`src/hdl/samc_pkg.sv`:
```
// package for the successive approximation converter control block
// assumes one clock shared by conversion logic and host interface
// Operation
// - latch four channel address bits on strobe rising edge, hold until next
// - bank enable high routes analog input N, N from address bits
// - bank enable low switches off all sixteen multiplexer inputs
// - each conversion runs exactly eight iterations, most significant bit first
// - rising trigger clears the approximation register
// - falling trigger begins the approximation sequence
// - new trigger pulse during conversion abandons it and restarts
// - done output may feed trigger input for free-running conversions
// - done output falls within zero to eight clocks after trigger rises
// - result is positive-true binary, high bit means one
// - output data register updates one clock before done rises
package samc_pkg;
  // ==========================================================
  // sizes and reset values
  localparam int SAMC_RES_BITS = 8;
  localparam int SAMC_CHAN_BITS = 4;
  localparam int SAMC_CHANS = 16;
  localparam logic [3:0] SAMC_CHAN_RST = 4'h0;
  localparam logic [7:0] SAMC_DATA_RST = 8'h00;
  localparam logic [7:0] SAMC_SAR_RST = 8'h00;
  localparam logic [2:0] SAMC_BIT_MSB = 3'h7;
  // ==========================================================
  // conversion sequencer states
  typedef enum logic [1:0] {
    SAMC_IDLE = 2'b00,
    SAMC_ARMED = 2'b01,
    SAMC_CONV = 2'b10,
    SAMC_LOAD = 2'b11
  } samc_state_e;
  // ==========================================================
  // data output bundle
  typedef struct packed {
    logic [7:0] data;
    logic [7:0] oe_n;
  } samc_out_s;
endpackage

```
`src/hdl/samc_chan_mux.sv`:
```
// channel address latch and decoder for the analog switch bank
// assumes address and strobe synchronous to the clock
`timescale 1ns/1ps
module samc_chan_mux #(
  parameter int CHAN_BITS = 4,
  parameter int CHANS = 16
) (
  input wire logic clk_i,
  input wire logic rst_i,
  input wire logic [CHAN_BITS-1:0] addr_i,
  input wire logic strobe_i,
  input wire logic bank_en_i,
  output logic [CHANS-1:0] sel_o,
  output logic [CHAN_BITS-1:0] chan_o
);
  import samc_pkg::*;
  logic strobe_q;
  logic [CHAN_BITS-1:0] chan;
  // ==========================================================
  // latch address on strobe rising edge
  always_ff @(posedge clk_i or posedge rst_i) begin
    if (rst_i) begin
      strobe_q <= 1'b0;
      chan <= '0;
    end else begin
      strobe_q <= strobe_i;
      if (strobe_i && !strobe_q) begin
        chan <= addr_i;
      end
    end
  end
  // ==========================================================
  // one-hot switch selects, all off when bank disabled
  always_comb begin
    sel_o = '0;
    if (bank_en_i) begin
      sel_o[chan] = 1'b1;
    end
  end
  assign chan_o = chan;
endmodule

```
`src/hdl/samc_out_drv.sv`:
```
// output data register with one drive enable shared by all pins
// assumes load pulse from the sequencer
`timescale 1ns/1ps
module samc_out_drv #(
  parameter int W = 8
) (
  input wire logic clk_i,
  input wire logic rst_i,
  input wire logic load_i,
  input wire logic [W-1:0] result_i,
  input wire logic drive_en_i,
  output logic [W-1:0] data_o,
  output logic [W-1:0] oe_n_o
);
  import samc_pkg::*;
  logic [W-1:0] data;
  // ==========================================================
  // result held until next completion
  always_ff @(posedge clk_i or posedge rst_i) begin
    if (rst_i) begin
      data <= '0;
    end else if (load_i) begin
      data <= result_i;
    end
  end
  assign data_o = data;
  assign oe_n_o = drive_en_i ? '0 : '1;
endmodule

```
`src/hdl/samc_top.sv`:
```
// successive approximation converter control with channel multiplexer
// assumes comparator output synchronous to CLK_I, high when input at or above trial
`timescale 1ns/1ps
module samc_top #(
  parameter int RES_BITS = samc_pkg::SAMC_RES_BITS
) (
  input wire logic CLK_I,
  input wire logic SYS_RST_I,
  input wire logic [samc_pkg::SAMC_CHAN_BITS-1:0] ADDR_I,
  input wire logic ADDR_STROBE_I,
  input wire logic BANK_EN_I,
  input wire logic CONVERT_TRIGGER_I,
  input wire logic COMP_I,
  input wire logic DRIVE_EN_I,
  output logic [samc_pkg::SAMC_CHANS-1:0] CHAN_SEL_O,
  output logic [samc_pkg::SAMC_CHAN_BITS-1:0] CHAN_O,
  output logic [RES_BITS-1:0] TRIAL_O,
  output logic CONV_DONE_O,
  output samc_pkg::samc_out_s DOUT_O
);
  import samc_pkg::*;
  samc_state_e state;
  logic trig_q;
  logic [RES_BITS-1:0] sar;
  logic [RES_BITS-1:0] probe;
  logic [2:0] bit_idx;
  logic done;
  logic load;
  logic load_q;
  logic trig_rise;
  logic trig_fall;
  // ==========================================================
  // trigger edge detection
  assign trig_rise = CONVERT_TRIGGER_I && !trig_q;
  assign trig_fall = !CONVERT_TRIGGER_I && trig_q;
  always_ff @(posedge CLK_I or posedge SYS_RST_I) begin
    if (SYS_RST_I) begin
      trig_q <= 1'b0;
    end else begin
      trig_q <= CONVERT_TRIGGER_I;
    end
  end
  // ==========================================================
  // sequencer: rise arms, fall starts, any rise restarts
  always_ff @(posedge CLK_I or posedge SYS_RST_I) begin
    if (SYS_RST_I) begin
      state <= SAMC_IDLE;
    end else if (trig_rise) begin
      state <= SAMC_ARMED;
    end else begin
      case (state)
        SAMC_IDLE: begin
          state <= SAMC_IDLE;
        end
        SAMC_ARMED: begin
          if (trig_fall) begin
            state <= SAMC_CONV;
          end
        end
        SAMC_CONV: begin
          if (bit_idx == 3'h0) begin
            state <= SAMC_LOAD;
          end
        end
        SAMC_LOAD: begin
          state <= SAMC_IDLE;
        end
        default: begin
          state <= SAMC_IDLE;
        end
      endcase
    end
  end
  // ==========================================================
  // approximation register, one bit decided per cycle
  always_ff @(posedge CLK_I or posedge SYS_RST_I) begin
    if (SYS_RST_I) begin
      sar <= SAMC_SAR_RST;
      bit_idx <= SAMC_BIT_MSB;
    end else if (trig_rise) begin
      sar <= SAMC_SAR_RST;
      bit_idx <= SAMC_BIT_MSB;
    end else if (state == SAMC_CONV) begin
      sar[bit_idx] <= COMP_I;
      bit_idx <= bit_idx - 3'h1;
    end
  end
  // trial code: decided bits plus current test bit
  always_comb begin
    probe = sar;
    if (state == SAMC_CONV) begin
      probe[bit_idx] = 1'b1;
    end
  end
  assign TRIAL_O = probe;
  // ==========================================================
  // done flag: low the cycle after trigger rises, high after load
  assign load = (state == SAMC_LOAD);
  // delayed load so data settles one clock before done rises
  always_ff @(posedge CLK_I or posedge SYS_RST_I) begin
    if (SYS_RST_I) begin
      load_q <= 1'b0;
    end else begin
      load_q <= load;
    end
  end
  // a rise in the same cycle as the set wins: restart beats completion
  always_ff @(posedge CLK_I or posedge SYS_RST_I) begin
    if (SYS_RST_I) begin
      done <= 1'b0;
    end else if (trig_rise) begin
      done <= 1'b0;
    end else if (load_q) begin
      done <= 1'b1;
    end
  end
  assign CONV_DONE_O = done;
  // ==========================================================
  // channel latch and output register
  samc_chan_mux #(
    .CHAN_BITS(SAMC_CHAN_BITS),
    .CHANS(SAMC_CHANS)
  ) u_mux (
    .clk_i(CLK_I),
    .rst_i(SYS_RST_I),
    .addr_i(ADDR_I),
    .strobe_i(ADDR_STROBE_I),
    .bank_en_i(BANK_EN_I),
    .sel_o(CHAN_SEL_O),
    .chan_o(CHAN_O)
  );
  samc_out_drv #(
    .W(RES_BITS)
  ) u_out (
    .clk_i(CLK_I),
    .rst_i(SYS_RST_I),
    .load_i(load),
    .result_i(sar),
    .drive_en_i(DRIVE_EN_I),
    .data_o(DOUT_O.data),
    .oe_n_o(DOUT_O.oe_n)
  );
endmodule

```
`config.mk`:
```
export PLATFORM = sky130hd
export DESIGN_NAME = samc_top
export DESIGN_NICKNAME = d
export VERILOG_FILES = /design/src/hdl/samc_pkg.sv /design/src/hdl/samc_chan_mux.sv /design/src/hdl/samc_out_drv.sv /design/src/hdl/samc_top.sv
export SDC_FILE = /design/constraint.sdc
export NUM_CORES = 1
export LEC_CHECK = 0
export BUFFER_PORTS_ARGS = -buffer_cell sky130_fd_sc_hd__buf_2
export CAP_MARGIN = 10
export CORE_AREA = 2 2 69 71
export CTS_CLUSTER_SIZE = 20
export DETAILED_ROUTE_END_ITERATION = 6
export DIE_AREA = 0 0 71 73
export GPL_TIMING_DRIVEN = 0
export PLACE_DENSITY = 0.61
export SLEW_MARGIN = 20
export SYNTH_ARGS = -nofsm -noshare
export SYNTH_HDL_FRONTEND = slang
export SYNTH_SLANG_ARGS = --single-unit
```
`constraint.sdc`:
```
create_clock -name CLK_I -period 1.6 [get_ports CLK_I]
set_input_delay 0.24 -clock CLK_I [delete_from_list [all_inputs] [get_ports CLK_I]]
set_output_delay 0.24 -clock CLK_I [all_outputs]
set_load 0.01 [all_outputs]
```
==> results of run 1 <==
## synth_stat cells
master / instances / share of area, %
nor2b_1: 1 / 0.40
and4bb_2: 2 / 1.6
o22a_1: 1 / 0.56
nand3b_1: 2 / 0.97
mux2i_1: 8 / 5.2
buf_2: 1 / 0.32
a21oi_1: 1 / 0.32
dfstp_2: 3 / 5.1
ha_1: 7 / 5.6
nand4_1: 1 / 0.40
buf_4: 9 / 4.3
or3b_1: 1 / 0.56
nand3_1: 1 / 0.32
dfrtp_1: 26 / 42
a2bb2oi_1: 1 / 0.56
or2_2: 4 / 1.6
mux2_2: 12 / 8.7
nor4b_4: 1 / 1.5
inv_1: 8 / 1.9
and4bb_1: 1 / 0.81
xnor2_1: 1 / 0.56
buf_6: 3 / 2.2
nand4b_1: 3 / 1.7
nand2_1: 4 / 0.97
clkbuf_1: 1 / 0.24
o22ai_1: 1 / 0.40
nor3_1: 4 / 1.3
nand2b_1: 10 / 4.0
o21ai_0: 2 / 0.64
nor2_1: 22 / 5.3
## flip-flops by register name (all words and copies together), names as in the netlist
register,count
trig_q,1
bit_idx,3
u_out.data_o,8
state,2
CONV_DONE_O,1
u_mux.chan_o,4
u_mux.strobe_q,1
load_q,1
sar,8
## power by group through the flow
stage | Clock (mW) | Combinational [mW] | Sequential (mW)
after floorplan | 0 | 0.638 | 1.03
after detailed placement | 0 | 0.904 | 1.01
after CTS | 0.584 | 1.20 | 0.996
after global placement | 0 | 0.899 | 1.01
after global routing | 0.624 | 1.34 | 1.05
final | 0.567 | 1.22 | 1.02
## worst register-to-register path: stages, from the launching register on
cell,delay (ns)
dfstp_2,0.56
buf_4,0.15
inv_1,0.04
ha_1,0.19
ha_1,0.18
nand2b_4,0.14
a2bb2oi_1,0.14
o22a_1,0.19
## what timing repair did
action	4_1_cts	5_1_grt
setup endpoints to repair	13	20
gates cloned	0	0
resized for setup	15	5
setup buffers	21	6
pin swaps	7	5
hold endpoints to repair	0	0
## layout make-up
type / instances / area (sq um)
tap: 54 / 67.56
timing repair buffer: 81 / 509.2
sequential: 29 / 729.5
fill: 436 / 2302
inverter: 8 / 30.03
clock inverter: 2 / 10.01
multi-input combinational: 91 / 734.5
buffer: 11 / 80.08
clock buffer: 6 / 72.57
## layer usage
| metal | routed length (um) | vias up | global-route usage [%] |
|---|---|---|---|
| met1 | 1396 | 608 | 14.58 |
| met2 | 1672 | 52 | 25.23 |
| met4 | 59 | 0 | 5.451 |
| met3 | 286 | 7 | 5.110 |
| li1 | - | 640 | - |
| met5 | 0 | - | 0 |
## worst max path at each step
stage | endpoint | cells after the start
floorplan | state[0] | 7
global placement | TRIAL_O[1] | 6
detailed placement | TRIAL_O[1] | 6
CTS | TRIAL_O[1] | 5
global route | TRIAL_O[1] | 6
finish | TRIAL_O[1] | 6
## per-stage QoR
stage | total power, mW | util (%) | hold slack (ns) | setup TNS, ns | setup slack (ns)
2_1_floorplan | 1.665 | - | 0.2714 | 0 | 0.02998
3_3_place_gp | 1.906 | 41.71 | 0.3637 | -0.2189 | -0.1288
3_5_place_dp | 1.916 | 41.71 | 0.3625 | -0.2318 | -0.1236
4_1_cts | 2.778 | 48.22 | 0.05990 | -1.071 | -0.1903
5_1_grt | 3.009 | 49.24 | 0.08086 | -2.183 | -0.2370
6_report | 2.804 | 49.24 | 0.03042 | -1.012 | -0.1853
## cells by family after synthesis
family	Yosys count	synth area share, %
simple gates	57	21.50
flops	29	46.94
xor+xnor	1	0.5637
buf+inv	22	9.017
compound gates	6	2.496
mux	20	13.85
fa+ha+maj	7	5.636
==> reports/qor.csv, run 1 <==
metric,value,unit
vias in the first global route,1269,
Rows,25,
drt wl/cell,12.11,um
synthesized cell area,1554,sq um
clock group share of total power,20.2,%
CP Class,reg -> out,
crit start category,register,
Initial Utilization,34.26,%
Tot GR Track Use,13.88,%
Worst-Skew Late Latency,0.28,ns
die height,73,um
Ports,56,
final setup margin,-0.1853,ns
"most used cell, CP",buf_6,
die area,5183,sq um
clk slew on worst S/H paths,0.06,ns
"commonest non-fill, non-tap cells in the layout","51 x buf_2, 32 x buf_4, 26 x dfrtp_1",
FF-to-FF Start,bit_idx[0],
RR Endpoint,state[0],
R2R cell count,7,
Worst Tran Pin Value,0.6088,ns
P&R area growth vs syn,43.72,%
GP Congestion,0.7567,
Sw Share,33.26,%
"commonest non-fill, non-tap cell in the layout",buf_2,
number of hold buffers added after cts,0,
first-pass iteration count of the detailed router,4,
# setup viols final,11,
initial antenna violation count,0,
Mapped Cells,142,
Mapped Nets,160,
Critical Path Fanout Max,5,
DRC viols,0,
Pins Over Slew Limit,0,
Max Cap Violations,0,
Pleak,1.245,nW
outcome,"finished, violations left",
Ys Warns,0,
CP Cell Sequence,inv_2 -> ha_4 -> buf_6 -> and4bb_1 -> or2_4 -> buf_6,
Iter 0 DRT Violations,30,
"delay-heaviest family, CP",simple AND/OR/NAND/NOR gates,
Via Count,1307,
sequential-to-total area share from yosys stat,46.94,%
first-pass GRT wire length,5.582,mm
hpwl dp,2.127,mm
# diodes,0,
total power per unit cell area,1256,nW/um^2
skew final,0.007220,ns
Final #Nets,245,
Synth cell types,30,
post-placement cell area,1892,sq um
layout cells sized above 1,56.58,%
Avg Inst Size Synth,10.94,sq um
HP Class,in -> async,
fin cells,282,
FF-to-FF setup slack,-0.09,ns
max incr delay on CP,0.37,ns
CTS Buffer Depth,2,
fmax,560.1,MHz
IO Port Bufs,54,
GRT overflow,0,
CTS tree,yes,
Antenna Violating Nets Remaining,0,
Internal,1.872,mW
CTS H-tree lvls,2,
RSZ-0062 raised after global routing,true,
Worst setup EP type,primary output,
crit path time final,1.785,ns
worst vdd ir,701.9,uV
combinational share of power,43.3,%
largest net degree at the start of global routing,30,
failing checks,negative setup slack,
slowest cell on the critical path,dfrtp_1,
WP data arrival,1.55,ns
Worst setup startpoint,state[0],
max-slew headroom at the worst pin,59.35,%
number of vias per cell,4.635,
die width,71,um
CTS root buffer,clkbuf_8,
Final Cycle Share,111.6,%
#FFs+latches synth,29,
Inst Count DP,250,
final instance area,2233,sq um
final hold vios,0,
# clock sinks,29,
total CTS buffers,5,
Worst Path Buf+Inv,3,
aggregate routed wire length,3.415,mm
sequential power share,36.4,%
critical path required time,1.36,ns
Net Sw Power,0.9328,mW
Core Area,4536,sq um
No activity file was read; power rests on OpenSTA's default activity.
==> inputs of run 2 (changes only) <==
Settings changed: SETUP_SLACK_MARGIN set to 0.2.
==> reports/qor.csv, run 2 (same netlist as run 1, synthesis figures left out) <==
metric,value,unit,change
CP Class,reg -> out,,
die area,5183,sq um,unchanged
RSZ-0062 raised after global routing,true,,
Worst Path Buf+Inv,3,,unchanged
setup total negative slack,-0.9041,ns,+0.1075 ns
HP Class,in -> async,,
drt wl/cell,11.68,um,-3.6%
max incr delay on CP,0.37,ns,about the same
# diodes,0,,unchanged
IO Port Bufs,54,,unchanged
"most used cell, CP",buf_6,,
Initial Utilization,34.26,%,unchanged
first-pass GRT wire length,5.499,mm,-1.5%
Final Cycle Share,110.6,%,-1.0 points
total power per unit cell area,1310,nW/um^2,+4.4%
Pleak,1.316,nW,+5.7%
initial antenna violation count,0,,unchanged
first-pass iteration count of the detailed router,4,,unchanged
Iter 0 DRT Violations,27,,-10%
FF-to-FF setup slack,-0.06,ns,+0.03 ns
skew final,0.007816,ns,+0.0005966 ns
crit path time final,1.769,ns,-0.01598 ns
total CTS buffers,5,,unchanged
CTS H-tree lvls,2,,unchanged
Max Cap Violations,0,,unchanged
CP Cell Sequence,inv_2 -> ha_4 -> buf_6 -> and4bb_1 -> or2_4 -> buf_6,,
"commonest non-fill, non-tap cell in the layout",buf_2,,
"delay-heaviest family, CP",simple AND/OR/NAND/NOR gates,,
Core Area,4536,sq um,unchanged
hpwl dp,2.118,mm,-0.44%
"commonest non-fill, non-tap cells in the layout","50 x buf_2, 34 x buf_4, 24 x dfrtp_1",,
number of vias per cell,4.629,,-0.13%
critical path required time,1.36,ns,about the same
worst vdd ir,946.3,uV,+35%
CTS Buffer Depth,2,,unchanged
Worst-Skew Late Latency,0.27,ns,about the same
slowest cell on the critical path,dfrtp_1,,
P&R area growth vs syn,54.99,%,
final hold vios,0,,unchanged
Via Count,1347,,+3.1%
Inst Count DP,250,,unchanged
vias in the first global route,1202,,-5.3%
Tot GR Track Use,13.22,%,-0.66 points
die width,71,um,unchanged
Pins Over Slew Limit,0,,unchanged
crit start category,register,,
final setup margin,-0.1693,ns,+0.01598 ns
die height,73,um,unchanged
fmax,565.2,MHz,+0.90%
utilization after layout,53.10,%,+3.9 points
CTS root buffer,clkbuf_8,,
outcome,"finished, violations left",,
layout cells sized above 1,62.45,%,+5.9 points
Worst setup startpoint,state[0],,
RR Endpoint,state[0],,
FF-to-FF Start,bit_idx[0],,
largest net degree at the start of global routing,30,,unchanged
# clock sinks,29,,unchanged
Rows,25,,unchanged
aggregate routed wire length,3.398,mm,-0.50%
Worst Tran Pin Value,0.6084,ns,-0.0004543 ns
DRC viols,0,,unchanged
Worst setup EP type,primary output,,
Ports,56,,unchanged
Final #Nets,254,,+3.7%
clk slew on worst S/H paths,0.06,ns,about the same
failing checks,negative setup slack,,
fin cells,291,,+3.2%
GRT overflow,0,,unchanged
Antenna Violating Nets Remaining,0,,unchanged
CTS tree,yes,,
max-slew headroom at the worst pin,59.38,%,about the same
WP data arrival,1.53,ns,-0.02 ns
GP Congestion,0.7464,,-1.4%
# setup viols final,9,,-2
Critical Path Fanout Max,4,,-1
R2R cell count,8,,+1
[run 2: cell count changes in the layout (fill, tap and decap cells not counted), moves of 2 or more]
cell / previous run / this run
nand2b_1: 9 / 7
dfrtp_1: 26 / 24
ha_2: 0 / 2
nand2b_4: 1 / 3
ha_1: 6 / 4
buf_6: 8 / 16
dfrtp_2: 0 / 2
buf_4: 32 / 34
clkinv_2: 2 / 0
nor2_2: 1 / 3
nor2_1: 21 / 19
[run 2: worst reg2reg max path, stage by stage (launching register included)]
cell,delay (ns)
dfstp_2,0.52
buf_6,0.11
buf_4,0.13
inv_2,0.03
ha_2,0.16
ha_2,0.16
nand2b_4,0.14
a2bb2oi_2,0.13
o22a_1,0.15
[run 2: per-stage QoR]
stage / cell area, sq um / total power, mW / setup WS (ns) / hold slack, ns
final: 2409 / 3.156 / -0.1693 / 0.03674
after global routing: 2409 / 3.356 / -0.2024 / 0.07767
after CTS: 2345 / 3.097 / -0.1653 / 0.06164
after detailed placement: 1928 / 1.991 / -0.01367 / 0.3570
after global placement: 1928 / 1.980 / 0.008987 / 0.3603
after floorplan: 1590 / 1.726 / 0.1093 / 0.2714
[run 2: area by class of cell]
type / instances / area, sq um
Buffer: 14 / 120.1
Clock inverter: 1 / 30.03
Sequential cell: 29 / 732.0
Timing Repair Buffer: 87 / 569.3
Fill cell: 385 / 2127
Multi-Input combinational cell: 91 / 773.2
Tap cell: 54 / 67.56
Clock buffer: 7 / 86.33
Inverter: 8 / 30.03
[run 2: report_power, final]
part | internal [mW] | switching [mW]
clock network | 0.507 | 0.269
registers | 0.901 | 0.0982
logic | 0.780 | 0.601
[run 2: what timing repair did]
item                       CTS  global route
setup endpoints to repair   27            39
setup buffers               27             6
gates resized for setup     22             6
hold buffers                 0             0
pin swaps                   15             6
[run 2: routing by layer]
| metal | GRT usage [%] | vias up | part of all wire (%) |
|---|---|---|---|
| met5 | 0 | - | 0 |
| met4 | 5.660 | 0 | 1.4 |
| met3 | 3.039 | 6 | 6.7 |
| met2 | 22.85 | 48 | 50 |
| met1 | 15.83 | 633 | 42 |
| li1 | - | 660 | - |
[run 2: how the worst max path moves through the flow]
stage                 end  slack [ns]  cells past startpoint
2_1_floorplan    state[0]        0.11                      7
3_3_place_gp   TRIAL_O[1]       0.009                      6
3_5_place_dp   TRIAL_O[1]       -0.01                      6
4_1_cts        TRIAL_O[1]       -0.17                      5
5_1_grt        TRIAL_O[1]       -0.20                      5
6_report       TRIAL_O[1]       -0.17                      6
